**config.mk**
```make
export PLATFORM = sky130hd
export DESIGN_NAME = tcc_timer
export DESIGN_NICKNAME = d
export VERILOG_FILES = /design/src/tcc_pkg.sv /design/src/tcc_timer.sv
export SDC_FILE = /design/constraint.sdc
export NUM_CORES = 1
export LEC_CHECK = 0
export BUFFER_PORTS_ARGS = -buffer_cell sky130_fd_sc_hd__buf_2
export CAP_MARGIN = 0
export CORE_AREA = 2 2 138 140
export DETAILED_ROUTE_END_ITERATION = 8
export DIE_AREA = 0 0 140 142
export SLEW_MARGIN = 20
export SYNTH_ARGS = -nofsm -noshare
export SYNTH_HDL_FRONTEND = slang
export SYNTH_SLANG_ARGS = --single-unit
export TNS_END_PERCENT = 10
```
**constraint.sdc**
```tcl
create_clock -name hclk -period 3.1 [get_ports hclk]
set_clock_uncertainty 0.1 [all_clocks]
set_input_delay 0.62 -clock hclk [delete_from_list [all_inputs] [get_ports hclk]]
set_output_delay 0.62 -clock hclk [all_outputs]
set_load 0.01 [all_outputs]
```
**src/tcc_pkg.sv**
```systemverilog
// Constants and types of the capture/compare timer control block
package tcc_pkg;
   // ==========================================
   // Register byte addresses
   localparam logic [7:0] A_CR1 = 8'h00;
   localparam logic [7:0] A_CR2 = 8'h04;
   localparam logic [7:0] A_CSR = 8'h08;
   localparam logic [7:0] A_IC1H = 8'h0C;
   localparam logic [7:0] A_IC1L = 8'h10;
   localparam logic [7:0] A_OC1H = 8'h14;
   localparam logic [7:0] A_OC1L = 8'h18;
   localparam logic [7:0] A_CNTH = 8'h1C;
   localparam logic [7:0] A_CNTL = 8'h20;
   localparam logic [7:0] A_ACNTH = 8'h24;
   localparam logic [7:0] A_ACNTL = 8'h28;
   localparam logic [7:0] A_IC2H = 8'h2C;
   localparam logic [7:0] A_IC2L = 8'h30;
   localparam logic [7:0] A_OC2H = 8'h34;
   localparam logic [7:0] A_OC2L = 8'h38;
   // ==========================================
   // Field positions, resets, clock codes
   localparam int OFF_BIT = 2;
   localparam int FLAG_LSB = 3;
   localparam logic [7:0] CTRL_RST = 8'h00;
   localparam logic [15:0] CNT_RST = 16'hFFFC;
   localparam logic [15:0] CNT_MAX = 16'hFFFF;
   localparam logic [15:0] CMP_RST = 16'hFFFF;
   localparam logic [1:0] CLK_DIV4 = 2'h0;
   localparam logic [1:0] CLK_DIV2 = 2'h1;
   localparam logic [1:0] CLK_DIV8 = 2'h2;
   localparam logic [1:0] CLK_EXT = 2'h3;
   localparam logic [2:0] PRE_DIV2 = 3'h1;
   localparam logic [2:0] PRE_DIV4 = 3'h3;
   localparam logic [2:0] PRE_DIV8 = 3'h7;
   // ==========================================
   // Control register layouts
   typedef struct packed {
      logic capture_irq_en;
      logic match_irq_en;
      logic overflow_irq_en;
      logic force2;
      logic force1;
      logic compare2_level;
      logic cap1_edge_sel;
      logic compare1_level;
   } tcc_cr1_t;
   typedef struct packed {
      logic cmp1_pin_en;
      logic cmp2_pin_en;
      logic single_pulse_sel;
      logic pwm_sel;
      logic [1:0] timer_clk_sel;
      logic cap2_edge_sel;
      logic ext_clk_edge_sel;
   } tcc_cr2_t;
   // Flag order matches status bits 7..3
   typedef struct packed {
      logic cap1_flag;
      logic match1_flag;
      logic overflow_flag;
      logic cap2_flag;
      logic match2_flag;
   } tcc_flags_t;
endpackage

```
**src/tcc_timer.sv**
```systemverilog
// Capture/compare timer control block with AHB-Lite register slave
//
// The implementer's own choices: the address map and the AHB-Lite interface to the registers.
`timescale 1ns/1ps
module tcc_timer #(
   parameter bit HAS_EXT_CLK = 1'b1
) (
   input wire logic hclk,
   input wire logic hresetn,
   input wire logic hsel,
   input wire logic [31:0] haddr,
   input wire logic [1:0] htrans,
   input wire logic hwrite,
   input wire logic [2:0] hsize,
   input wire logic [31:0] hwdata,
   input wire logic hready,
   output logic hreadyout,
   output logic [31:0] hrdata,
   output logic hresp,
   input wire logic capture1_in_pin,
   input wire logic capture2_in_pin,
   input wire logic ext_timer_clk_pin,
   output logic compare1_out_pin,
   output logic compare1_out_en,
   output logic compare2_out_pin,
   output logic compare2_out_en,
   output logic timer_irq
);
   // ==========================================
   // Helpers
   function automatic logic edge_of(input logic rise, input logic now, input logic old);
      edge_of = rise ? (now & ~old) : (~now & old);
   endfunction

   function automatic logic pre_tick(input logic [1:0] sel, input logic [2:0] p);
      unique case (sel)
         tcc_pkg::CLK_DIV2: pre_tick = (p & tcc_pkg::PRE_DIV2) == tcc_pkg::PRE_DIV2;
         tcc_pkg::CLK_DIV4: pre_tick = (p & tcc_pkg::PRE_DIV4) == tcc_pkg::PRE_DIV4;
         tcc_pkg::CLK_DIV8: pre_tick = p == tcc_pkg::PRE_DIV8;
         default: pre_tick = 1'b0;
      endcase
   endfunction

   // ==========================================
   // State
   tcc_pkg::tcc_cr1_t cr1;
   tcc_pkg::tcc_cr2_t cr2;
   tcc_pkg::tcc_flags_t flags;
   tcc_pkg::tcc_flags_t armed;
   logic timer_off;
   logic [2:0] presc;
   logic [15:0] cnt;
   logic [15:0] compare1_value;
   logic [15:0] compare2_value;
   logic [15:0] cap1_val;
   logic [15:0] cap2_val;
   logic [2:0] sync1;
   logic [2:0] sync2;
   logic [2:0] sync3;
   logic pend;
   logic pend_wr;
   logic [7:0] pend_addr;

   // ==========================================
   // Pin synchronisers: first stage feeds second only
   always_ff @(posedge hclk or negedge hresetn) begin
      if (!hresetn) begin
         sync1 <= 3'h0;
         sync2 <= 3'h0;
         sync3 <= 3'h0;
      end else begin
         sync1 <= {ext_timer_clk_pin, capture2_in_pin, capture1_in_pin};
         sync2 <= sync1;
         sync3 <= sync2;
      end
   end

   wire cap1_ev = edge_of(cr1.cap1_edge_sel, sync2[0], sync3[0]);
   wire cap2_ev = edge_of(cr2.cap2_edge_sel, sync2[1], sync3[1]);
   wire ext_ev = edge_of(cr2.ext_clk_edge_sel, sync2[2], sync3[2]);

   // ==========================================
   // Bus decode
   wire take = hsel & hready & htrans[1];
   wire bus_rd = pend & ~pend_wr;
   wire bus_wr = pend & pend_wr;
   wire hit_cr1 = pend_addr == tcc_pkg::A_CR1;
   wire hit_cr2 = pend_addr == tcc_pkg::A_CR2;
   wire hit_csr = pend_addr == tcc_pkg::A_CSR;
   wire hit_ic1l = pend_addr == tcc_pkg::A_IC1L;
   wire hit_oc1h = pend_addr == tcc_pkg::A_OC1H;
   wire hit_oc1l = pend_addr == tcc_pkg::A_OC1L;
   wire hit_cntl = pend_addr == tcc_pkg::A_CNTL;
   wire hit_ic2l = pend_addr == tcc_pkg::A_IC2L;
   wire hit_oc2h = pend_addr == tcc_pkg::A_OC2H;
   wire hit_oc2l = pend_addr == tcc_pkg::A_OC2L;
   wire [7:0] wbyte = hwdata[7:0];
   wire wr_cr1 = bus_wr & hit_cr1;
   wire wr_cnt = bus_wr & hit_cntl;
   // Written byte seen through the layout of the first control register
   tcc_pkg::tcc_cr1_t cr1_wr;
   assign cr1_wr = wbyte;

   // ==========================================
   // Counter timing
   wire mode_pwm = cr2.pwm_sel;
   wire mode_opm = cr2.single_pulse_sel & ~mode_pwm;
   // Missing external pin: the ext code yields no ticks at all
   wire ext_tick = HAS_EXT_CLK & ext_ev;
   wire sel_ext = cr2.timer_clk_sel == tcc_pkg::CLK_EXT;
   wire raw_tick = sel_ext ? ext_tick : pre_tick(cr2.timer_clk_sel, presc);
   wire tick = raw_tick & ~timer_off;
   wire [15:0] cnt_inc = cnt + 16'h0001;
   wire period_end = tick & mode_pwm & (cnt == compare2_value);
   wire opm_start = mode_opm & cap1_ev & ~timer_off;
   wire wrap = tick & ~period_end & (cnt == tcc_pkg::CNT_MAX);
   wire match1 = tick & ~period_end & (cnt_inc == compare1_value);
   wire match2 = tick & ~period_end & (cnt_inc == compare2_value);

   // ==========================================
   // Flag set and two-step clear terms
   tcc_pkg::tcc_flags_t set_f;
   tcc_pkg::tcc_flags_t clr_f;
   assign set_f.cap1_flag = cap1_ev | period_end;
   assign set_f.match1_flag = match1 & ~mode_pwm;
   assign set_f.overflow_flag = wrap;
   assign set_f.cap2_flag = cap2_ev;
   assign set_f.match2_flag = match2 & ~mode_pwm;
   assign clr_f.cap1_flag = pend & hit_ic1l & armed.cap1_flag;
   assign clr_f.match1_flag = pend & hit_oc1l & armed.match1_flag;
   // Alternate counter address is deliberately absent here
   assign clr_f.overflow_flag = pend & hit_cntl & armed.overflow_flag;
   assign clr_f.cap2_flag = pend & hit_ic2l & armed.cap2_flag;
   assign clr_f.match2_flag = pend & hit_oc2l & armed.match2_flag;
   wire csr_rd = bus_rd & hit_csr;

   // ==========================================
   // Read mux
   logic [7:0] rd_byte;
   always_comb begin
      unique case (pend_addr)
         tcc_pkg::A_CR1: rd_byte = cr1;
         tcc_pkg::A_CR2: rd_byte = cr2;
         tcc_pkg::A_CSR: rd_byte = {flags, timer_off, 2'b00};
         tcc_pkg::A_IC1H: rd_byte = cap1_val[15:8];
         tcc_pkg::A_IC1L: rd_byte = cap1_val[7:0];
         tcc_pkg::A_OC1H: rd_byte = compare1_value[15:8];
         tcc_pkg::A_OC1L: rd_byte = compare1_value[7:0];
         tcc_pkg::A_CNTH: rd_byte = cnt[15:8];
         tcc_pkg::A_CNTL: rd_byte = cnt[7:0];
         tcc_pkg::A_ACNTH: rd_byte = cnt[15:8];
         tcc_pkg::A_ACNTL: rd_byte = cnt[7:0];
         tcc_pkg::A_IC2H: rd_byte = cap2_val[15:8];
         tcc_pkg::A_IC2L: rd_byte = cap2_val[7:0];
         tcc_pkg::A_OC2H: rd_byte = compare2_value[15:8];
         tcc_pkg::A_OC2L: rd_byte = compare2_value[7:0];
         default: rd_byte = 8'h00;
      endcase
   end

   // ==========================================
   // AHB-Lite slave: one wait state, access done at data-phase first edge
   always_ff @(posedge hclk or negedge hresetn) begin
      if (!hresetn) begin
         pend <= 1'b0;
         pend_wr <= 1'b0;
         pend_addr <= 8'h00;
         hreadyout <= 1'b1;
         hresp <= 1'b0;
         hrdata <= 32'h0000_0000;
      end else begin
         hresp <= 1'b0;
         if (pend) begin
            pend <= 1'b0;
            hreadyout <= 1'b1;
            hrdata <= {24'h00_0000, pend_wr ? 8'h00 : rd_byte};
         end else if (take) begin
            pend <= 1'b1;
            pend_wr <= hwrite;
            pend_addr <= {haddr[7:2], 2'b00};
            hreadyout <= 1'b0;
         end
      end
   end

   // ==========================================
   // Control registers, writable in any timer state
   always_ff @(posedge hclk or negedge hresetn) begin
      if (!hresetn) begin
         cr1 <= tcc_pkg::CTRL_RST;
         cr2 <= tcc_pkg::CTRL_RST;
         timer_off <= 1'b0;
         compare1_value <= tcc_pkg::CMP_RST;
         compare2_value <= tcc_pkg::CMP_RST;
      end else if (bus_wr) begin
         if (hit_cr1)
            cr1 <= wbyte;
         if (hit_cr2)
            cr2 <= wbyte;
         // Low two status bits are ignored on write
         if (hit_csr)
            timer_off <= wbyte[tcc_pkg::OFF_BIT];
         if (hit_oc1h)
            compare1_value[15:8] <= wbyte;
         if (hit_oc1l)
            compare1_value[7:0] <= wbyte;
         if (hit_oc2h)
            compare2_value[15:8] <= wbyte;
         if (hit_oc2l)
            compare2_value[7:0] <= wbyte;
      end
   end

   // ==========================================
   // Flags: set beats a clear in the same cycle
   always_ff @(posedge hclk or negedge hresetn) begin
      if (!hresetn) begin
         flags <= '0;
         armed <= '0;
      end else begin
         flags <= (flags & ~clr_f) | set_f;
         if (csr_rd)
            armed <= flags;
         else
            armed <= armed & ~clr_f;
      end
   end

   // ==========================================
   // Prescaler and counter
   always_ff @(posedge hclk or negedge hresetn) begin
      if (!hresetn) begin
         presc <= 3'h0;
         cnt <= tcc_pkg::CNT_RST;
      end else begin
         if (!timer_off)
            presc <= presc + 3'h1;
         if (wr_cnt || opm_start || period_end)
            cnt <= tcc_pkg::CNT_RST;
         else if (tick)
            cnt <= cnt_inc;
      end
   end

   // Capture holders are not reset; contents undefined until first event
   always_ff @(posedge hclk) begin
      if (cap1_ev)
         cap1_val <= cnt;
      if (cap2_ev)
         cap2_val <= cnt;
   end

   // ==========================================
   // Compare output levels and pin enables
   always_ff @(posedge hclk or negedge hresetn) begin
      if (!hresetn) begin
         compare1_out_pin <= 1'b0;
         compare2_out_pin <= 1'b0;
         compare1_out_en <= 1'b0;
         compare2_out_en <= 1'b0;
         timer_irq <= 1'b0;
      end else begin
         compare1_out_en <= cr2.cmp1_pin_en & ~timer_off;
         compare2_out_en <= cr2.cmp2_pin_en & ~timer_off;
         if (mode_pwm || mode_opm) begin
            // Pulse starts at level 2, ends at level 1
            if (period_end || opm_start)
               compare1_out_pin <= cr1.compare2_level;
            else if (match1)
               compare1_out_pin <= cr1.compare1_level;
         end else if (match1 || (wr_cr1 && cr1_wr.force1)) begin
            compare1_out_pin <= wr_cr1 ? cr1_wr.compare1_level : cr1.compare1_level;
         end
         if (!mode_pwm && (match2 || (wr_cr1 && cr1_wr.force2)))
            compare2_out_pin <= wr_cr1 ? cr1_wr.compare2_level : cr1.compare2_level;
         timer_irq <= (cr1.capture_irq_en & (flags.cap1_flag | flags.cap2_flag))
            | (cr1.match_irq_en & (flags.match1_flag | flags.match2_flag))
            | (cr1.overflow_irq_en & flags.overflow_flag);
      end
   end

   wire unused_ok = &{1'b0, hsize, haddr[31:8], haddr[1:0], hwdata[31:8]};

endmodule

```
==> reports/summary.txt, run 1 <==
Fin crit share - 96.8%
Sequential area share after synthesis - 51.9%
GR Overflow Total - 0
Arr. time, crit path - 3220 ps
Commonest non-fill, non-tap cell in the layout - nand2_1
Share of cells above drive strength 1 - 30.7%
CP max FO - 13
Highest Clock Rate - 333 MHz
Post-Route WL - 20,500 um
First-pass GRT wire length - 31,700 um
CP peak stage delay - 700 ps
Post-synthesis cell area - 7220 um2
Post-CTS setup buffers - 0
Gpl congestion - 0.907
Initial antenna violation count - 0
Status - finished with violations
Total clock sinks - 141
Ys Warns - 0
Buffers on Ports - 36
Post-CTS sizing - 0
Post-synth EDFFs - 32
Cell depth of the worst setup path - 7
# IOs - 116
Largest net degree at the start of global routing - 60
Final hold vios - 0
Failing checks - DRC
Leakage power - 3.42 nW
Die Y-Extent - 142 um
Count of cell types in the netlist - 68
Fill count - 1,718
DRC Markers - 8
Multi-input logic area - 3180 um2
CP Launch Type - flop
CP required - 3310 ps
Synth Register Bits - 141
Total power - 6.39 mW
Slew @ Worst Pin - 824 ps
Layout area overhead - 15.2%
Minimum clock period - 3000 ps
Worst hold-check path type - input pin to async pin
Vias per cell - 5.74
Endpoint class of the critical path - flop
Area occupied by registers - 3750 um2
Post-synth top flop - dfrtp_1
Fin nets - 778
Avg Inst Size Synth - 11.3 um2
Num CTS Buffers - 17
H-Tree Depth - 4
CP max stage cell - dfstp_2
DR iter-0 viols - 747
Setup_tns - 0 ps
Fin worst setup slack - 99.0 ps
Register-to-register path setup slack - 100 ps
Most frequent cells in the layout - nand2_1, dfrtp_1, mux2_2, dfstp_2, buf_4
Detailed-placement wirelength estimate - 14,800 um
DR WL/cell - 21.7 um
Setup WS pre-CTS - 177 ps
Core Area - 18,500 um2
Antenna diode count - 0
Ys async rst share - 77.3%
CTS Hold Buffers Added - 0
Row cnt - 50
Setup CP Type - flop to flop
Antenna viol nets, final - 0
Crit path buf inv count - 0
Die Span X - 140 um
Skew-Pair Late Insertion Delay - 430 ps
First-pass iteration count of the detailed router - 9
Vias in the first global route - 5,287
# setup viols final - 0
Cell area power density - 768 nW/um2
Cell family with most CP delay - simple AND/OR/NAND/NOR gates
R2r worst-path depth - 7
Worst-case clock buffer depth - 2
All-Layer GR Usage - 21.4%
Die Footprint - 19,900 um2
Post-Syn Instances - 637
Vias post-DR - 5,425
CP Cell Sequence - nand3_1 -> nor4_1 -> xnor3_1 -> nand2_1 -> or4_1 -> o21ai_1 -> mux2_4
RSZ-0062 raised after global routing - false
CTS Root Cell - clkbuf_16
IR drop worst, VDD - 337 uV
Max_cap viols - 0
Slew HR - 45.0%
Clock slew at reported path FFs - 60 ps
Slew Limit Fails - 0
Starting Density - 39.1%
CTS tree - yes
==> flip-flops by register name, indices dropped and copies added, names as in the netlist, 3 cells and up <==
name / count
cap1_val: 16
cap2_val: 16
cnt: 16
compare1_value: 16
compare2_value: 16
cr1: 8
hrdata: 8
cr2: 7
pend_addr: 6
armed: 5
flags: 5
presc: 3
sync1: 3
sync2: 3
sync3: 3
==> where the power goes <==
group / switching (mW) / internal, mW
logic: 0.814 / 0.691
registers: 0.497 / 2.37
clock network: 0.813 / 1.20
total: 2.12 / 4.27
==> final cells by class <==
cell class	instances	share of cell area, %
repair buffers	73	5.53
multi-input cells	450	38.2
inverters	15	0.677
clock inverters	14	1.73
flip-flops and latches	141	45.0
clock buffers	18	5.28
well taps	234	3.52
==> metrics by stage <==
step | hold slack (ps) | util (%) | std cells | cell area, um2
3_5_place_dp | 235 | 41.9 | 913 | 7740
4_1_cts | 178 | 45.1 | 945 | 8320
3_3_place_gp | 232 | 41.9 | 913 | 7740
2_1_floorplan | 224 | - | 661 | 7310
5_1_grt | 186 | 45.1 | 945 | 8320
6_report | 173 | 45.1 | 945 | 8320
==> metal layers <==
metal / routed length [um] / up-vias / share of wire, % / track usage [%]
met4: 342 / 0 / 1.7 / 7.60
met2: 9760 / 273 / 48 / 34.2
li1: - / 2402 / - / -
met3: 1550 / 29 / 7.5 / 4.98
met1: 8880 / 2721 / 43 / 28.6
met5: 0 / - / 0 / 0
==> final timing paths <==
check,endpoint,from
min reg2reg,sync2[0],sync1[0]
min in group hclk,sync1[2],ext_timer_clk_pin
min,sync1[0],hresetn
max,compare1_out_pin,cnt[2]
max reg2reg,compare1_out_pin,cnt[2]
max in group asynchronous,compare2_value[5],hresetn
==> kinds of logic (layout without fill, tap and decap cells) <==
kind of cell / after synthesis / count (layout) / synth area share [%]
buffers and inverters: 70 / 120 / 5.35
muxes: 57 / 57 / 8.94
AOI/OAI and AO/OA: 95 / 95 / 10.2
other: 1 / 25 / 0.0519
adders and majority gates: 3 / 3 / 0.520
and+or+nand+nor: 205 / 205 / 15.0
xor gates and xnor gates: 65 / 65 / 8.07
DFF: 141 / 141 / 51.9
==> synthesized netlist by cell type (all sizes together), types with 9 or more instances <==
master,count,area (um2)
a222oi,19,190
a22oi,10,75.1
buf,40,274
clkbuf,15,56.3
dfrtp,62,1550
dfstp,47,1230
edfxtp,32,961
inv,14,52.6
mux2,54,616
nand2,76,293
nand3,27,135
nand4,13,93.8
nor2,29,111
o21ai,14,70.1
o22ai,9,56.3
xnor2,37,324
xor2,27,236
==> worst reg2reg max path, cell delays in order (launching register included) <==
cell and delay (ps):
dfstp_2 700, nand3_1 290, nor4_1 520, xnor3_1 210
nand2_1 50, or4_1 490, o21ai_1 230, mux2_4 310
No activity file was read; power rests on OpenSTA's default activity.
==> inputs of run 2 (changes only) <==
--- a/config.mk
+++ b/config.mk
@@ -10,6 +10,7 @@
 export CORE_AREA = 2 2 138 140
 export DETAILED_ROUTE_END_ITERATION = 8
 export DIE_AREA = 0 0 140 142
+export MAX_ROUTING_LAYER = met4
 export SLEW_MARGIN = 20
 export SYNTH_ARGS = -nofsm -noshare
 export SYNTH_HDL_FRONTEND = slang
==> reports/summary.txt, run 2 (synthesis gave the netlist of run 1 again) <==
Layout area overhead - 15.5%
CP required - 3300 ps
Die Span X - 140 um
Most frequent cells in the layout - nand2_1, dfrtp_1, mux2_2, dfstp_2, xnor2_1
Gpl congestion - 0.898
# setup viols final - 0
Multi-input logic area - 3180 um2
Buffers on Ports - 36
Detailed-placement wirelength estimate - 14,500 um
Fin crit share - 98.5%
Worst-case clock buffer depth - 2
Num CTS Buffers - 17
First-pass iteration count of the detailed router - 9
Antenna viol nets, final - 0
Status - finished with violations
Commonest non-fill, non-tap cell in the layout - nand2_1
Worst hold-check path type - input pin to async pin
Total power - 6.49 mW
Final Non-Filler Cells - 941
Post-Route WL - 20,200 um
CP Launch Type - flop
Vias post-DR - 5,342
DR WL/cell - 21.4 um
H-Tree Depth - 4
First-pass GRT wire length - 31,700 um
DR iter-0 viols - 662
Die Footprint - 19,900 um2
Minimum clock period - 3050 ps
# IOs - 116
Vias in the first global route - 5,333
Slew Limit Fails - 0
Largest net degree at the start of global routing - 110
Initial antenna violation count - 0
All-Layer GR Usage - 21.8%
GR Overflow Total - 0
Arr. time, crit path - 3250 ps
Leakage power - 3.42 nW
Area occupied by registers - 3750 um2
Post-CTS sizing - 0
Highest Clock Rate - 328 MHz
Setup CP Type - flop to flop
RSZ-0062 raised after global routing - false
Core Area - 18,500 um2
DRC Markers - 8
CTS Hold Buffers Added - 0
Fin nets - 774
Slew HR - 49.8%
Setup_tns - 0 ps
Post-CTS setup buffers - 0
Fin worst setup slack - 47.8 ps
R2r worst-path depth - 7
Vias per cell - 5.68
Cell area power density - 779 nW/um2
Antenna diode count - 0
CTS Root Cell - clkbuf_16
CTS tree - yes
Slew @ Worst Pin - 751 ps
Failing checks - DRC
Starting Density - 39.1%
Max_cap viols - 0
Row cnt - 50
Total clock sinks - 141
CP max FO - 13
Skew-Pair Late Insertion Delay - 420 ps
Die Y-Extent - 142 um
Final hold vios - 0
Endpoint class of the critical path - flop
Dpl cells - 909
Share of cells above drive strength 1 - 29.8%
IR drop worst, VDD - 299 uV
Setup WS pre-CTS - 161 ps
Fill count - 1,700
Clock slew at reported path FFs - 60 ps
run 2: cell types whose count changed in the layout (fill, tap and decap cells not counted):
| cell | delta |
|---|---|
| inv_6 | -2 |
| clkbuf_16 | +1 |
| clkinv_2 | -3 |
| buf_4 | -5 |
| clkinv_4 | -1 |
| clkbuf_1 | +3 |
| bufinv_16 | +1 |
| clkbuf_8 | +1 |
| buf_12 | +1 |
run 2: power by group:
part / switching, mW / internal [mW]
combinational: 0.809 / 0.692
sequential: 0.484 / 2.37
clock: 0.780 / 1.36
run 2: per-layer routing:
metal / wire (um) / share of wire, % / vias to the layer above / GRT usage (%)
met5: 0 / 0 / - / -
met2: 9570 / 47 / 258 / 33.9
met1: 8680 / 43 / 2653 / 28.6
li1: - / - / 2392 / -
met4: 484 / 2.4 / 0 / 7.71
met3: 1440 / 7.1 / 39 / 4.64
run 2: path summary, 6_finish.rpt:
path	startpoint	to	slack, ps
max in group asynchronous	hresetn	cr2[5]	2250
worst min-delay path	hresetn	cnt[0]	150
worst max-delay path	cnt[2]	compare1_out_pin	50
min in group hclk	capture2_in_pin	sync1[1]	200
worst max register to register	cnt[2]	compare1_out_pin	50
worst min register to register	sync1[0]	sync2[0]	250
run 2: area by class of cell:
type                    instances  area share [%]
clock buffers                  23            5.86
clock inverters                 9            1.59
inverters                      15           0.675
multi-input cells             450            38.1
flip-flops and latches        141            44.9
well taps                     234            3.51
repair buffers                 69            5.31
run 2: metrics by stage:
step / cell area, um2 / hold WS, ps / util, %
final: 8340 / 146 / 45.2
after global routing: 8340 / 187 / 45.2
after CTS: 8340 / 186 / 45.2
after detailed placement: 7720 / 239 / 41.8
after global placement: 7720 / 233 / 41.8
after floorplan: 7310 / 224 / -
run 2: critical path, cell delays in order, from the launching register on:
cell     delay (ps)
dfstp_2         700
nand3_1         290
nor4_1          550
xnor3_1         220
nand2_1          50
or4_1           500
o21ai_1         220
mux2_4          310
==> inputs of run 3 (changes only) <==
--- a/config.mk
+++ b/config.mk
@@ -7,10 +7,13 @@
 export LEC_CHECK = 0
 export BUFFER_PORTS_ARGS = -buffer_cell sky130_fd_sc_hd__buf_2
 export CAP_MARGIN = 0
-export CORE_AREA = 2 2 138 140
+export CELL_PAD_IN_SITES_DETAIL_PLACEMENT = 0
+export CELL_PAD_IN_SITES_GLOBAL_PLACEMENT = 1
+export CORE_AREA = 2 2 145 133
 export DETAILED_ROUTE_END_ITERATION = 8
-export DIE_AREA = 0 0 140 142
+export DIE_AREA = 0 0 147 135
 export MAX_ROUTING_LAYER = met4
+export PLACE_DENSITY_LB_ADDON = 0.1
 export SLEW_MARGIN = 20
 export SYNTH_ARGS = -nofsm -noshare
 export SYNTH_HDL_FRONTEND = slang
==> reports/summary.txt, run 3 (synthesis gave the netlist of run 1 again) <==
Status - finished, final reports clean
Endpoint class of the critical path - flop
Slew Limit Fails - 0
Setup_tns - 0 ps
Fin worst setup slack - 217 ps
Antenna diode count - 0
Flop pwr share - 44.2%
Antenna viol nets, final - 0
CP max FO - 8
R2r worst-path depth - 8
H-Tree Depth - 4
Buffers on Ports - 36
Layout area overhead - 15.6%
Final hold vios - 0
Share of cells above drive strength 1 - 30.4%
Core Area - 18,200 um2
Post-Route WL - 20,900 um
Crit path buf inv count - 1
Highest Clock Rate - 347 MHz
DR WL/cell - 21.9 um
# IOs - 116
Initial antenna violation count - 0
Comb pwr share - 24.1%
Slew @ Worst Pin - 1160 ps
Max_cap viols - 0
GR Overflow Total - 0
CP Cell Sequence - nand4_2 -> nor4_2 -> buf_4 -> o32a_1 -> and4_1 -> o2111ai_1 -> o31ai_2 -> mux2_2
CP peak stage delay - 670 ps
IR drop worst, VDD - 427 uV
Register-to-register path setup slack - 220 ps
All-Layer GR Usage - 22.7%
Arr. time, crit path - 3080 ps
Int Pwr - 4.30 mW
Commonest non-fill, non-tap cell in the layout - nand2_1
Skew-Pair Late Insertion Delay - 420 ps
Switching share of power - 33.1%
Die Span X - 147 um
Fin crit share - 93.0%
Crit path launch - cnt[7]
Reg2reg start - cnt[7]
Vias in the first global route - 5,296
Switching Power - 2.12 mW
CTS Root Cell - clkbuf_16
First-pass GRT wire length - 32,600 um
DRC Markers - 0
DR iter-0 viols - 498
Slew HR - 22.1%
RSZ-0062 raised after global routing - false
Post-CTS setup buffers - 0
Setup CP Type - flop to flop
CTS tree - yes
Vias post-DR - 5,309
Setup WS pre-CTS - 145 ps
Fin nets - 775
CP Launch Type - flop
Starting Density - 39.6%
Largest net degree at the start of global routing - 67
Vias per cell - 5.57
Worst r2r dst - compare2_out_pin
Row cnt - 47
CP required - 3300 ps
Total clock sinks - 141
Die Footprint - 19,800 um2
Clock power frac - 31.8%
Leakage power - 3.41 nW
Gpl congestion - 0.923
CP max stage cell - dfstp_2
Die Y-Extent - 135 um
# setup viols final - 0
Most frequent cells in the layout - nand2_1, dfrtp_1, mux2_2, dfstp_2, xnor2_1
Minimum clock period - 2880 ps
Critical Path Sink - compare2_out_pin
Detailed-placement wirelength estimate - 15,200 um
Worst-case clock buffer depth - 2
Num CTS Buffers - 17
First-pass iteration count of the detailed router - 5
Clock slew at reported path FFs - 60 ps
Worst hold-check path type - input pin to async pin
Cell depth of the worst setup path - 8
Cell family with most CP delay - simple AND/OR/NAND/NOR gates
Cell area power density - 769 nW/um2
[run 3: cell types whose count changed in the layout (fill, tap and decap cells not counted), moves of 2 or more]
cell | before | now
inv_6 | 0 | 2
clkinv_4 | 2 | 4
bufinv_16 | 3 | 1
clkinv_2 | 2 | 0
[run 3: stage by stage]
stage	hold WS, ps	instances	instance area (um2)	util [%]	total power, mW
finish	84.5	953	8350	45.8	6.43
global placement	235	921	7740	42.5	4.35
floorplan	224	661	7310	-	3.82
global route	130	953	8350	45.8	6.76
detailed placement	240	921	7740	42.5	4.39
CTS	103	953	8340	45.7	6.45
[run 3: per-layer routing]
metal  GRT usage, %  wire length, um
met4           4.86              174
met1           31.5             9480
met5              -                0
met3           5.34             1700
met2           34.2             9530
[run 3: cell type report]
type,instances,area (um2)
clock buffer,22,497
timing repair buffer,70,450
tap,245,307
fill,1700,9880
clock inverter,10,101
multi-input combinational,450,3200
sequential,141,3750
inverter,15,56.3
[run 3: power groups by stage]
stage | registers, mW | clock network [mW] | logic [mW]
after global placement | 2.84 | 0 | 1.52
final | 2.84 | 2.04 | 1.55
after detailed placement | 2.86 | 0 | 1.53
after global routing | 2.89 | 2.16 | 1.71
after floorplan | 2.57 | 0 | 1.25
after CTS | 2.83 | 2.08 | 1.54
[run 3: worst min-delay path by stage]
| stage | to | start | slack [ps] |
|---|---|---|---|
| 5_1_grt | sync1[1] | hresetn | 130 |
| 3_3_place_gp | sync2[0] | sync1[0] | 240 |
| 4_1_cts | sync1[1] | hresetn | 100 |
| 2_1_floorplan | armed[0] | hresetn | 220 |
| 3_5_place_dp | sync2[1] | sync1[1] | 240 |
| 6_report | sync1[1] | hresetn | 80 |
[run 3: repair_timing]
action	in CTS	in global routing
hold endpoints to repair	0	0
hold buffers	0	0
gates resized for setup	0	3
endpoints found under the setup margin	0	4
